===== src/fwsr_defines.svh =====
// Register offsets, field positions and timing counts of the status poller
`ifndef FWSR_DEFINES_SVH
`define FWSR_DEFINES_SVH
`define FWSR_REG_CTRL        8'h00
`define FWSR_REG_ADDR        8'h04
`define FWSR_REG_DATA        8'h08
`define FWSR_REG_STATUS      8'h0C
`define FWSR_REG_LAST        8'h10
`define FWSR_CTRL_GO_BIT     0
`define FWSR_CTRL_POLL_BIT   1
`define FWSR_CTRL_WRITE_BIT  2
`define FWSR_CTRL_RESET_BIT  3
`define FWSR_BIT_POLL        7
`define FWSR_BIT_TOG1        6
`define FWSR_BIT_ERR         5
`define FWSR_BIT_STARTED     3
`define FWSR_BIT_TOG2        2
`define FWSR_RESET_CMD       8'hF0
`define FWSR_STROBE_NS       100
`define FWSR_CLK_NS          25
`define FWSR_STROBE_CYC      ((`FWSR_STROBE_NS + `FWSR_CLK_NS - 1) / `FWSR_CLK_NS)
`define FWSR_RESP_OKAY       2'b00
`define FWSR_RESP_SLVERR     2'b10
`endif


===== src/fwsr_pkg.sv =====
// Types shared by the status poller modules
package fwsr_pkg;
	typedef enum logic [8:0] {
		ST_IDLE  = 9'h001,
		ST_RD1   = 9'h002,
		ST_RD2   = 9'h004,
		ST_CMP   = 9'h008,
		ST_RD3   = 9'h010,
		ST_RD4   = 9'h020,
		ST_CMP2  = 9'h040,
		ST_WR    = 9'h080,
		ST_DONE  = 9'h100
	} fwsr_state_t;
	typedef enum logic [1:0] {
		RES_BUSY = 2'h0,
		RES_PASS = 2'h1,
		RES_FAIL = 2'h2
	} fwsr_result_t;
endpackage : fwsr_pkg


===== src/fwsr_bus_cycle.sv =====
// One strobed read or write cycle on the flash parallel bus
`timescale 1ns/1ps
`include "fwsr_defines.svh"
module fwsr_bus_cycle (
	input  wire logic        clock_in,
	input  wire logic        rst_n_in,
	input  wire logic        start_in,
	input  wire logic        write_in,
	input  wire logic [7:0]  wdata_in,
	input  wire logic [7:0]  dq_in,
	output logic             done_out,
	output logic [7:0]       rdata_out,
	output logic             ce_n_out,
	output logic             oe_n_out,
	output logic             we_n_out,
	output logic [7:0]       dq_out,
	output logic             dq_oe_out
);
	typedef struct packed {
		logic       busy;
		logic       wr;
		logic [3:0] cnt;
		logic [7:0] rd;
		logic       done;
		logic [7:0] wd;
	} fwsr_cyc_t;
	fwsr_cyc_t c_r;
	fwsr_cyc_t c_nxt;
	localparam logic [3:0] STROBE_LEN = 4'(`FWSR_STROBE_CYC);
	always_comb begin
		c_nxt      = c_r;
		c_nxt.done = 1'b0;
		if (!c_r.busy && start_in) begin
			c_nxt.busy = 1'b1;
			c_nxt.wr   = write_in;
			c_nxt.wd   = wdata_in;
			c_nxt.cnt  = STROBE_LEN;
		end else if (c_r.busy) begin
			if (c_r.cnt == 4'h0) begin
				// Sample at strobe end, then release CE# and OE# so every read is a separate strobe
				c_nxt.busy = 1'b0;
				c_nxt.done = 1'b1;
				if (!c_r.wr) begin
					c_nxt.rd = dq_in;
				end
			end else begin
				c_nxt.cnt = c_r.cnt - 4'h1;
			end
		end
	end
	always_ff @(posedge clock_in or negedge rst_n_in) begin
		if (!rst_n_in) begin
			c_r <= '0;
		end else begin
			c_r <= c_nxt;
		end
	end
	// Both CE# and OE# strobe each read; the device toggles on either RQ8
	assign ce_n_out  = !c_r.busy;
	assign oe_n_out  = !(c_r.busy && !c_r.wr);
	assign we_n_out  = !(c_r.busy && c_r.wr && c_r.cnt != 4'h0);
	assign dq_out    = c_r.wd;
	assign dq_oe_out = c_r.busy && c_r.wr;
	assign done_out  = c_r.done;
	assign rdata_out = c_r.rd;
endmodule : fwsr_bus_cycle


===== src/fwsr_host.sv =====
// Host-side write-status poller for a parallel flash, with AXI4-Lite control
// Notes on behaviour
// RQ1: Erase-started bit goes 1 when erase begins
// RQ2: Erase-started reads 1 right after confirm
// RQ3: Erase-started bit ignored for chip erase
// RQ4: Started bit 0 means timeout window open
// RQ5: After erase start only suspend accepted
// RQ6: Sector toggle alternates in selected sectors
// RQ7: Sector toggle valid after last write strobe
// RQ8: Toggle advances on OE or CE reads
// RQ9: Sector toggle does not show suspend
// RQ10: Toggle one shows active versus suspended
// RQ11: Unselected sector reads true data suspended
// RQ12: Toggle one alternates while busy, else steady
// RQ13: Poll bit 0 erasing, 1 when done
// RQ14: Error bit 1 on failure
// RQ15: Error bit 0 during normal operation
// RQ16: Host reads status twice before deciding
// RQ17: Unchanged toggle means done, data follows
// RQ18: Toggling with error set: reread twice
// RQ19: Still toggling after error: fail, reset
// RQ20: Resumed polling restarts from double read
// RQ21: Poll bit complements data while programming
// RQ22: Ready/busy low while programming or erasing
// RQ23: Program: no sector toggle, started undefined
// RQ24: Unaffected reads return array data
`timescale 1ns/1ps
`include "fwsr_defines.svh"
module fwsr_host (
	input  wire logic        clock_in,
	input  wire logic        rst_n_in,
	input  wire logic [7:0]  s_axi_awaddr_in,
	input  wire logic        s_axi_awvalid_in,
	output logic             s_axi_awready_out,
	input  wire logic [31:0] s_axi_wdata_in,
	input  wire logic [3:0]  s_axi_wstrb_in,
	input  wire logic        s_axi_wvalid_in,
	output logic             s_axi_wready_out,
	output logic [1:0]       s_axi_bresp_out,
	output logic             s_axi_bvalid_out,
	input  wire logic        s_axi_bready_in,
	input  wire logic [7:0]  s_axi_araddr_in,
	input  wire logic        s_axi_arvalid_in,
	output logic             s_axi_arready_out,
	output logic [31:0]      s_axi_rdata_out,
	output logic [1:0]       s_axi_rresp_out,
	output logic             s_axi_rvalid_out,
	input  wire logic        s_axi_rready_in,
	output logic [19:0]      flash_addr_out,
	output logic             ce_n_out,
	output logic             oe_n_out,
	output logic             we_n_out,
	input  wire logic [7:0]  dq_in,
	output logic [7:0]       dq_out,
	output logic             dq_oe_out,
	input  wire logic        ready_busy_n_in
);
	typedef struct packed {
		fwsr_pkg::fwsr_state_t  st;
		fwsr_pkg::fwsr_result_t res;
		logic [19:0]            addr;
		logic [7:0]             wdata;
		logic                   go;
		logic                   want_write;
		logic [7:0]             first;
		logic [7:0]             last;
		logic                   err_seen;
		logic                   aw_got;
		logic                   w_got;
		logic [7:0]             aw_addr;
		logic [31:0]            w_data;
		logic [3:0]             w_strb;
		logic                   bvalid;
		logic [1:0]             bresp;
		logic                   rvalid;
		logic [31:0]            rdata;
		logic [1:0]             rresp;
	} fwsr_host_t;
	fwsr_host_t h_r;
	fwsr_host_t h_nxt;
	logic       cyc_start;
	logic       cyc_write;
	logic [7:0] cyc_wdata;
	logic       cyc_done;
	logic [7:0] cyc_rdata;
	logic       rb_level;
	logic [7:0] toggled;
	fwsr_bus_cycle u_cycle (
		.clock_in  (clock_in),
		.rst_n_in  (rst_n_in),
		.start_in  (cyc_start),
		.write_in  (cyc_write),
		.wdata_in  (cyc_wdata),
		.dq_in     (dq_in),
		.done_out  (cyc_done),
		.rdata_out (cyc_rdata),
		.ce_n_out  (ce_n_out),
		.oe_n_out  (oe_n_out),
		.we_n_out  (we_n_out),
		.dq_out    (dq_out),
		.dq_oe_out (dq_oe_out)
	);
	// Open-drain busy line from the device passes the pin synchroniser
	fwsr_sync u_rb_sync (
		.clock_in  (clock_in),
		.rst_n_in  (rst_n_in),
		.async_in  (ready_busy_n_in),
		.level_out (rb_level)
	);
	assign toggled = h_r.first ^ cyc_rdata;
	always_comb begin
		h_nxt     = h_r;
		cyc_start = 1'b0;
		cyc_write = 1'b0;
		cyc_wdata = h_r.wdata;
		// Register write: take AW and W in either order
		if (!h_r.aw_got && s_axi_awvalid_in) begin
			h_nxt.aw_got  = 1'b1;
			h_nxt.aw_addr = s_axi_awaddr_in;
		end
		if (!h_r.w_got && s_axi_wvalid_in) begin
			h_nxt.w_got  = 1'b1;
			h_nxt.w_data = s_axi_wdata_in;
			h_nxt.w_strb = s_axi_wstrb_in;
		end
		if (h_r.aw_got && h_r.w_got && !h_r.bvalid) begin
			h_nxt.aw_got = 1'b0;
			h_nxt.w_got  = 1'b0;
			h_nxt.bvalid = 1'b1;
			h_nxt.bresp  = `FWSR_RESP_OKAY;
			unique case (h_r.aw_addr)
				`FWSR_REG_CTRL: begin
					if (h_r.w_strb[0] && h_r.st == fwsr_pkg::ST_IDLE) begin
						h_nxt.go         = h_r.w_data[`FWSR_CTRL_GO_BIT];
						h_nxt.want_write = h_r.w_data[`FWSR_CTRL_WRITE_BIT];
						if (h_r.w_data[`FWSR_CTRL_RESET_BIT]) begin
							h_nxt.wdata      = `FWSR_RESET_CMD;
							h_nxt.want_write = 1'b1;
						end
						if (h_r.w_data[`FWSR_CTRL_POLL_BIT]) begin
							h_nxt.res = fwsr_pkg::RES_BUSY;
						end
					end
				end
				`FWSR_REG_ADDR: begin
					h_nxt.addr = h_r.w_data[19:0];
				end
				`FWSR_REG_DATA: begin
					if (h_r.w_strb[0]) begin
						h_nxt.wdata = h_r.w_data[7:0];
					end
				end
				default: begin
					h_nxt.bresp = `FWSR_RESP_SLVERR;
				end
			endcase
		end
		if (h_r.bvalid && s_axi_bready_in) begin
			h_nxt.bvalid = 1'b0;
		end
		// Register read, one cycle after the address is taken
		if (s_axi_arvalid_in && !h_r.rvalid) begin
			h_nxt.rvalid = 1'b1;
			h_nxt.rresp  = `FWSR_RESP_OKAY;
			unique case (s_axi_araddr_in)
				`FWSR_REG_CTRL:   h_nxt.rdata = {31'h0, h_r.st != fwsr_pkg::ST_IDLE};
				`FWSR_REG_ADDR:   h_nxt.rdata = {12'h0, h_r.addr};
				`FWSR_REG_DATA:   h_nxt.rdata = {24'h0, h_r.wdata};
				`FWSR_REG_STATUS: h_nxt.rdata = {28'h0, h_r.err_seen, !rb_level, h_r.res};
				`FWSR_REG_LAST:   h_nxt.rdata = {24'h0, h_r.last};
				default: begin
					h_nxt.rdata = 32'h0;
					h_nxt.rresp = `FWSR_RESP_SLVERR;
				end
			endcase
		end else if (h_r.rvalid && s_axi_rready_in) begin
			h_nxt.rvalid = 1'b0;
		end
		// Toggle-polling sequence on the flash
		unique case (h_r.st)
			fwsr_pkg::ST_IDLE: begin
				if (h_r.want_write) begin
					h_nxt.want_write = 1'b0;
					cyc_start        = 1'b1;
					cyc_write        = 1'b1;
					h_nxt.st         = fwsr_pkg::ST_WR;
				end else if (h_r.go) begin
					// Each poll starts over from the double read RQ20
					h_nxt.go       = 1'b0;
					h_nxt.err_seen = 1'b0;
					h_nxt.res      = fwsr_pkg::RES_BUSY;
					cyc_start      = 1'b1;
					h_nxt.st       = fwsr_pkg::ST_RD1;
				end
			end
			fwsr_pkg::ST_WR: begin
				if (cyc_done) begin
					h_nxt.st = fwsr_pkg::ST_IDLE;
				end
			end
			fwsr_pkg::ST_RD1: begin
				if (cyc_done) begin
					h_nxt.first = cyc_rdata;
					cyc_start   = 1'b1;
					h_nxt.st    = fwsr_pkg::ST_RD2;
				end
			end
			fwsr_pkg::ST_RD2: begin
				if (cyc_done) begin
					h_nxt.st = fwsr_pkg::ST_CMP;
				end
			end
			fwsr_pkg::ST_CMP: begin
				h_nxt.last = cyc_rdata;
				// Two reads compared before any verdict RQ16
				if (!toggled[`FWSR_BIT_TOG1]) begin
					h_nxt.res = fwsr_pkg::RES_PASS; // RQ17
					h_nxt.st  = fwsr_pkg::ST_DONE;
				end else if (cyc_rdata[`FWSR_BIT_ERR]) begin
					h_nxt.err_seen = 1'b1; // RQ18
					cyc_start      = 1'b1;
					h_nxt.st       = fwsr_pkg::ST_RD3;
				end else begin
					// Still busy without error: keep watching
					cyc_start = 1'b1;
					h_nxt.st  = fwsr_pkg::ST_RD1;
				end
			end
			fwsr_pkg::ST_RD3: begin
				if (cyc_done) begin
					h_nxt.first = cyc_rdata;
					cyc_start   = 1'b1;
					h_nxt.st    = fwsr_pkg::ST_RD4;
				end
			end
			fwsr_pkg::ST_RD4: begin
				if (cyc_done) begin
					h_nxt.st = fwsr_pkg::ST_CMP2;
				end
			end
			fwsr_pkg::ST_CMP2: begin
				h_nxt.last = cyc_rdata;
				if (toggled[`FWSR_BIT_TOG1]) begin
					// Failed: issue reset so array reads return RQ19
					h_nxt.res   = fwsr_pkg::RES_FAIL;
					h_nxt.wdata = `FWSR_RESET_CMD;
					cyc_start   = 1'b1;
					cyc_write   = 1'b1;
					cyc_wdata   = `FWSR_RESET_CMD;
					h_nxt.st    = fwsr_pkg::ST_WR;
				end else begin
					h_nxt.res = fwsr_pkg::RES_PASS; // RQ18
					h_nxt.st  = fwsr_pkg::ST_DONE;
				end
			end
			fwsr_pkg::ST_DONE: begin
				h_nxt.st = fwsr_pkg::ST_IDLE;
			end
			default: begin
				h_nxt.st = fwsr_pkg::ST_IDLE;
			end
		endcase
	end
	always_ff @(posedge clock_in or negedge rst_n_in) begin
		if (!rst_n_in) begin
			h_r    <= '0;
			h_r.st <= fwsr_pkg::ST_IDLE;
		end else begin
			h_r <= h_nxt;
		end
	end
	assign flash_addr_out    = h_r.addr;
	assign s_axi_awready_out = !h_r.aw_got;
	assign s_axi_wready_out  = !h_r.w_got;
	assign s_axi_bvalid_out  = h_r.bvalid;
	assign s_axi_bresp_out   = h_r.bresp;
	assign s_axi_arready_out = !h_r.rvalid;
	assign s_axi_rvalid_out  = h_r.rvalid;
	assign s_axi_rdata_out   = h_r.rdata;
	assign s_axi_rresp_out   = h_r.rresp;
endmodule : fwsr_host


===== src/fwsr_sync.sv =====
// Three-stage input synchroniser that accepts a change once two stages agree
`timescale 1ns/1ps
module fwsr_sync (
	input  wire logic clock_in,
	input  wire logic rst_n_in,
	input  wire logic async_in,
	output logic      level_out
);
	typedef struct packed {
		logic [2:0] sh;
		logic       lv;
	} fwsr_sync_t;
	fwsr_sync_t s_r;
	fwsr_sync_t s_nxt;
	always_comb begin
		s_nxt    = s_r;
		s_nxt.sh = {s_r.sh[1:0], async_in};
		if (s_r.sh[1] == s_r.sh[2]) begin
			s_nxt.lv = s_r.sh[2];
		end
	end
	always_ff @(posedge clock_in or negedge rst_n_in) begin
		if (!rst_n_in) begin
			s_r <= '{sh: 3'b111, lv: 1'b1};
		end else begin
			s_r <= s_nxt;
		end
	end
	assign level_out = s_r.lv;
endmodule : fwsr_sync


===== config.mk =====
export PLATFORM = sky130hd
export DESIGN_NAME = fwsr_host
export DESIGN_NICKNAME = d
export VERILOG_FILES = /design/src/fwsr_pkg.sv /design/src/fwsr_bus_cycle.sv /design/src/fwsr_host.sv /design/src/fwsr_sync.sv
export VERILOG_INCLUDE_DIRS = /design/src
export SDC_FILE = /design/constraint.sdc
export NUM_CORES = 1
export LEC_CHECK = 0
export ABC_AREA = 1
export BUFFER_PORTS_ARGS = -buffer_cell sky130_fd_sc_hd__buf_2
export CORE_ASPECT_RATIO = 1.4
export CORE_MARGIN = 5
export CORE_UTILIZATION = 55
export CTS_CLUSTER_DIAMETER = 200
export DETAILED_ROUTE_END_ITERATION = 8
export HOLD_SLACK_MARGIN = 0.02
export MAX_ROUTING_LAYER = met4
export PLACE_DENSITY = 0.8
export REMOVE_ABC_BUFFERS = 1
export SYNTH_ARGS = -nofsm -noshare
export SYNTH_HDL_FRONTEND = slang
export SYNTH_SLANG_ARGS = --single-unit

===== constraint.sdc =====
create_clock -name clock_in -period 1.6 [get_ports clock_in]
set_input_delay 0 -clock clock_in [delete_from_list [all_inputs] [get_ports clock_in]]
set_output_delay 0 -clock clock_in [all_outputs]
set_load 0.02 [all_outputs]

---- Yosys cells after proc, flatten, opt, wreduce, memory -nomap -nowiden ----
Index checks and enable logic that the tools add are counted.
word-level totals
  bits of input ports ..................... 68
  register bits after elaboration ......... 153
  bits in latches ......................... 0
  output and inout bits ................... 73
  word-level logic and storage cells ...... 163
  bits in read-only memories .............. 0
  memories ................................ 0
  RAM bits ................................ 0
operators by class
  divide/modulo/power cells ............... 0
  bitwise gates (word level) .............. 3
  order comparisons ....................... 0
  reductions and logical operators ........ 41
  mux-type cells .......................... 64
  $mul .................................... 0
  $add $sub $neg .......................... 1
  shifts and indexed selects .............. 0
  eq/ne operators ......................... 27
operator list
  kind                                           count
  case mux 20 bit (5 select lines)               1
  two-way mux 9 bit                              8
  case mux 9 bit (8 select lines)                1
  two-way mux 8 bit                              7
  two-way mux 32 bit                             1
  == test 8 x 4 -> 1 bit, second input constant  3
  two-way mux 1 bit                              22
  two-way mux 11 bit                             2
  two-way mux 2 bit                              10
  two-way mux 20 bit                             1
  == test 8 x 3 -> 1 bit, second input constant  2
  zero test 8 bit                                2
  case mux 8 bit (2 select lines)                1
  != test 2 x 1 -> 1 bit, second input constant  7
  two-way mux 13 bit                             1
  logical AND 1 bit                              12
  nonzero test 2 bit                             6
  two-way mux 10 bit                             1
  == test 9 x 1 -> 1 bit, second input constant  1
  == test 9 x 2 -> 1 bit, second input constant  1
  == test 9 x 3 -> 1 bit, second input constant  1
  == test 9 x 4 -> 1 bit, second input constant  1
  == test 9 x 5 -> 1 bit, second input constant  1
  == test 9 x 6 -> 1 bit, second input constant  1
  other kinds (26)                               42

---- Depth between registers and ports, before layout ----
  depth in word-level cells ............... 8
  mapped depth ............................ 11
  depth with buffers taken out ............ 11

---- Hierarchy ----
Synthesis repeated with hierarchy kept, for this count alone.
second synthesis, totals
  cells, all modules ...................... 755
  area, all modules ....................... 6716.4 um2
by module, submodules not included
  module          cells each  seq. area each (um2)  area each (um2)  times used
  fwsr_host       620         2653.8                5504.0           1
  fwsr_bus_cycle  127         575.6                 1091.0           1
  fwsr_sync       8           105.1                 121.4            1

---- Worst setup path before layout ----
No wires, ideal clock.
  path kind ............................... reg-to-reg
  start ................................... register h_r (netlist bit s_axi_rvalid_out)
  end ..................................... register h_r (netlist bit s_axi_rdata_out[19])
  setup slack ............................. 0.105 ns
  data required time ...................... 1.517 ns
  arrival time ............................ 1.413 ns
  cell stages (with the launch flop) ...... 7
  period minus slack after synthesis ...... 1.495 ns
  setup time .............................. 0.083 ns
  path through ............................ dfrtp_1 -> inv_1 -> nand2_1 -> clkinv_1 -> clkbuf_1 -> nand2_1 -> o21ai_0
between the ends
  word-level cells in the longest chain between the ends .. 2
ends and longest elaborated chain
  item                    RTL line          text
  start, declared         fwsr_host.sv:79   fwsr_host_t h_r;
  start signal, assigned  fwsr_host.sv:269  h_r <= h_nxt;
  zero test 1 bit         -
  net s_axi_arready_out   fwsr_host.sv:44   output logic s_axi_arready_out,
  logical AND 1 bit       fwsr_host.sv:162  if (s_axi_arvalid_in && !h_r.rvalid) begin
The timed path passes the listed nets, and every way through them passes these cells.
A chain may end at the register's enable or synchronous reset.

---- Final worst setup path ----
  start ................................... register h_r[134] in the netlist's numbering
  end ..................................... register u_cycle.c_r (netlist bit u_cycle.dq_out[5])
between the ends
  word-level cells in the longest chain between the ends .. 4
  elaborated cells on any way between the ends .. 10
  classes of those cells .................. eq/ne (5); mux (2); reduce/logical (3)
ends and longest elaborated chain
  item                                            RTL line              text
  == test 9 x 7 -> 1 bit (tied with other cells)  fwsr_host.sv:180      unique case (h_r.st)
  OR reduction 2 bit (no source line)             -
  case mux 1 bit (3 select lines)                 fwsr_host.sv:180
  logical AND 1 bit                               fwsr_bus_cycle.sv:33  if (!c_r.busy && start_in) begin
  end signal, assigned                            fwsr_bus_cycle.sv:55  c_r <= c_nxt;
  end, declared                                   fwsr_bus_cycle.sv:27  fwsr_cyc_t c_r;
Parallel ways exist; a longest one is shown, timed or not.

==> summary.txt <==
Yosys
  – Simple-Gate Fraction of Synth Area: 20.2%
  – YS warnings: 0
  – Yosys reg bits: between 100 and 150
  – Xor/xnor share of the synthesized area: 0.399%
  – Post-Synth Adder-Cell Area: less than 1%
  – Mapped Area: 6580 um2
  – Multiplexer area fraction after synthesis: roughly 3.8%
  – Sequential element share of the synthesized area: ~51%
  – Syn avg cell area: 8.76 um2
  – Yosys cell types: 46
  – Cells after Synth: 751
  – Post-synthesis compound-gate area fraction: around 10%
  – Main combinational cell family by area after synthesis: simple AND/OR/NAND/NOR gates

Final layout
  – Final #Nets: ~950
  – Syn-to-layout area delta: 25.8%
  – # diodes: 0
  – Share of layout cells above drive strength 1: 30.8%
  – Final instance area: 8280 um2
  – Commonest cells after routing, fill and taps aside: nand2_1 (162), dfrtp_1 (127), buf_2 (109)
  – Commonest non-fill, non-tap cell in the layout: nand2_1

Die
  – # IOs: ~140
  – Cell Rows: 47
  – Initial Utilization: between 50% and 60%
  – Die area: around 14000 um2
  – Die X: ~100 um
  – Die height: between 100 and 150 um
  – Core area: between 10000 and 15000 um2

STA
  – Transition time of the tightest slew-check pin: a little under 0.7 ns
  – Setup WS post-layout: approximately 0.023 ns
  – Setup violations, final: 0
  – Post-layout minimum cycle time: between 1.5 and 2 ns
  – Clock Skew: 0.0112 ns
  – Final hold slack: 0.0391 ns
  – Fin crit share: a little over nine tenths
  – RSZ-0062 raised after global routing: true
  – Max-slew violation count: 0
  – Peak Freq: roughly 0.63 GHz
  – Final Hold Viols: 0
  – Rel. slew slack: 53.6%

CTS
  – Worst-Skew Late Latency: ~0.42 ns
  – Reg clk slew, reported paths: ~0.060 ns
  – CTS root buf: clkbuf_16
  – Clock sinks: around 130
  – CTS buffer count: 17
  – Htree depth: 4
  – Deepest clock path buffer count: 2
  – Clock tree from TritonCTS: built

Worst setup path
  – Crit-path most repeated cell: nand2_1
  – CP endpoint kind: register
  – Setup CP Type: reg2reg
  – Worst path bufs/invs: 2
  – Crit-path max FO: 20
  – Cell Chain, Critical Path: nor2_2 > nand2_1 > inv_2 > nand3_1 > nand2_1 > nand2_1 > nand3_2 > nand2_2 > buf_12 > nand2_1 > o21ai_1
  – Delay-heaviest family, CP: simple AND/OR/NAND/NOR gates
  – Cell with the largest stage delay on the worst path: dfrtp_1
  – Startpoint types: register
  – Worst path required time: ~1.9 ns
  – CP arrival: roughly 1.9 ns
  – Critical Path Max Stage Delay: 0.43 ns

Placement
  – Port bufs: 111
  – Dpl hpwl: 11100 um
  – Placed Area: between 7000 and 8000 um2
  – GP Congestion: 0.909
  – Pre-CTS WS: approximately 0.012 ns

Routing
  – Drt drc: 0
  – Initial drt markers: 400
  – Post-Route WL: roughly 17000 um
  – Vias: 5412
  – Antenna-violating nets left: 0
  – Drt first pass iters: 4
  – Wirelength per Cell: around 16 um
  – Routed vias/inst: 5.18

GRT
  – Most Crowded Layer GR: met2
  – Global-route usage over all layers: around 25%
  – GR Util met1: around 28%
  – Total gr overflow: 0
  – Vias in the first global route: ~5700
  – Largest net degree at the start of global routing: 49
  – Met2 Usage GRT: about two fifths
  – First-pass GRT wire length: between 20000 and 30000 um
  – Met3 Use GR: approximately 5.7%
  – Initial antenna violation count: 0

Power and ir drop
  – Peak supply drop: roughly 0.0012 V
  – Leak pwr: 4.19 nW
  – Power Density: ~1400 nW/um2

Status
  – Run status: completed

Run
  – Max Cap Viol: 0

Min path
  – HP Class: in2reg
-- state kept, by name, indices dropped and copies added, names as in the netlist, 2 cells and up --
register and cells:
u_cycle.c_r 6, h_r 62, flash_addr_out 20, s_axi_rdata_out 20, u_rb_sync.s_nxt 2, u_cycle.rdata_out 8, u_cycle.dq_out 8
-- final timing paths --
path	startpoint	end	slack [ns]	cells past startpoint
worst max-delay path	h_r[134]	u_cycle.dq_out[5]	0.02	11
worst min-delay path	s_axi_araddr_in[4]	s_axi_rresp_out[1]	0.04	5
worst max register to register	h_r[134]	u_cycle.dq_out[5]	0.02	11
worst min register to register	u_rb_sync.s_nxt[2]	u_rb_sync.s_nxt[3]	0.36	0
max in group asynchronous	rst_n_in	s_axi_rvalid_out	0.33	3
min in group asynchronous	rst_n_in	u_rb_sync.level_out	0.15	2
-- synth_stat cells, drive strengths merged --
cell type	count	area, um2
o221ai	2	17.5
o31ai	2	15.0
xnor2	1	8.76
maj3	1	10.0
mux2	22	248
clkinv	1	3.75
o21ai	70	365
ha	1	12.5
conb	1	3.75
buf	74	562
o21bai	1	7.51
a211oi	1	12.5
nand3b	1	7.51
a21oi	28	144
clkbuf	9	33.8
nand4	5	31.3
inv	88	333
a21o	1	7.51
a22oi	1	7.51
nand2	179	702
o22ai	6	37.5
o211ai	5	57.6
dfstp	5	131
nor4	1	21.3
nand3	38	200
nor3	10	65.1
nor2	64	285
xor2	2	17.5
nor3b	1	12.5
dfrtp	128	3200
or2	1	6.26
o32ai	1	8.76
-- through the flow --
step / cells / power, W / utilization (%) / setup TNS, ns
2_1_floorplan: 681 / 0.00613 / - / -15.06
3_3_place_gp: 965 / 0.00696 / 59.8 / 0
3_5_place_dp: 965 / 0.00705 / 59.8 / 0
4_1_cts: 1040 / 0.0114 / 68.9 / 0
5_1_grt: 1044 / 0.0122 / 70.4 / -1.33
6_report: 1044 / 0.0116 / 70.4 / 0
-- kinds of logic (layout without fill, tap and decap cells) --
family,after synthesis,after routing
buffers and inverters,172,305
adder cells (fa/ha/maj),2,2
other,1,14
flip-flops,133,133
AO/OA/AOI/OAI,118,118
multiplexers,22,22
AND/OR/NAND/NOR,300,300
XOR/XNOR,3,3
-- metal layers --
layer  up-vias  wire, um
met2       170      8810
li1       2603         -
met5         -         0
met4         0       728
met1      2580      6240
met3        59       836
-- tightest hold or removal path, delay by kind of cell --
kind	cells	cell delay, ns
compound gates	1	0.08
buf+inv	1	0.11
simple gates	3	0.23
-- cell type report --
| class | count | area, um2 |
|---|---|---|
| fill | 858 | 3480 |
| clock buffer | 17 | 425 |
| timing repair buffer | 184 | 1290 |
| tap | 147 | 184 |
| sequential | 133 | 3340 |
| multi-input combinational | 459 | 2480 |
| clock inverter | 15 | 216 |
| inverter | 89 | 342 |
-- report_power, final --
part,total [W],internal (W),leakage [nW],switching [W]
combinational,0.00282,0.00110,2.15,0.00172
sequential,0.00455,0.00405,1.72,0.000503
clock,0.00423,0.00265,0.313,0.00157
total,0.0116,0.00780,4.19,0.00380
-- repair_timing --
| item | in CTS | in global routing |
|---|---|---|
| hold buffers | 43 | 0 |
| buffers inserted | 0 | 4 |
| resized for setup | 0 | 41 |
| endpoints found under the hold margin | 172 | 0 |
| setup endpoints to repair | 0 | 58 |
No activity file was read; power rests on OpenSTA's default activity.
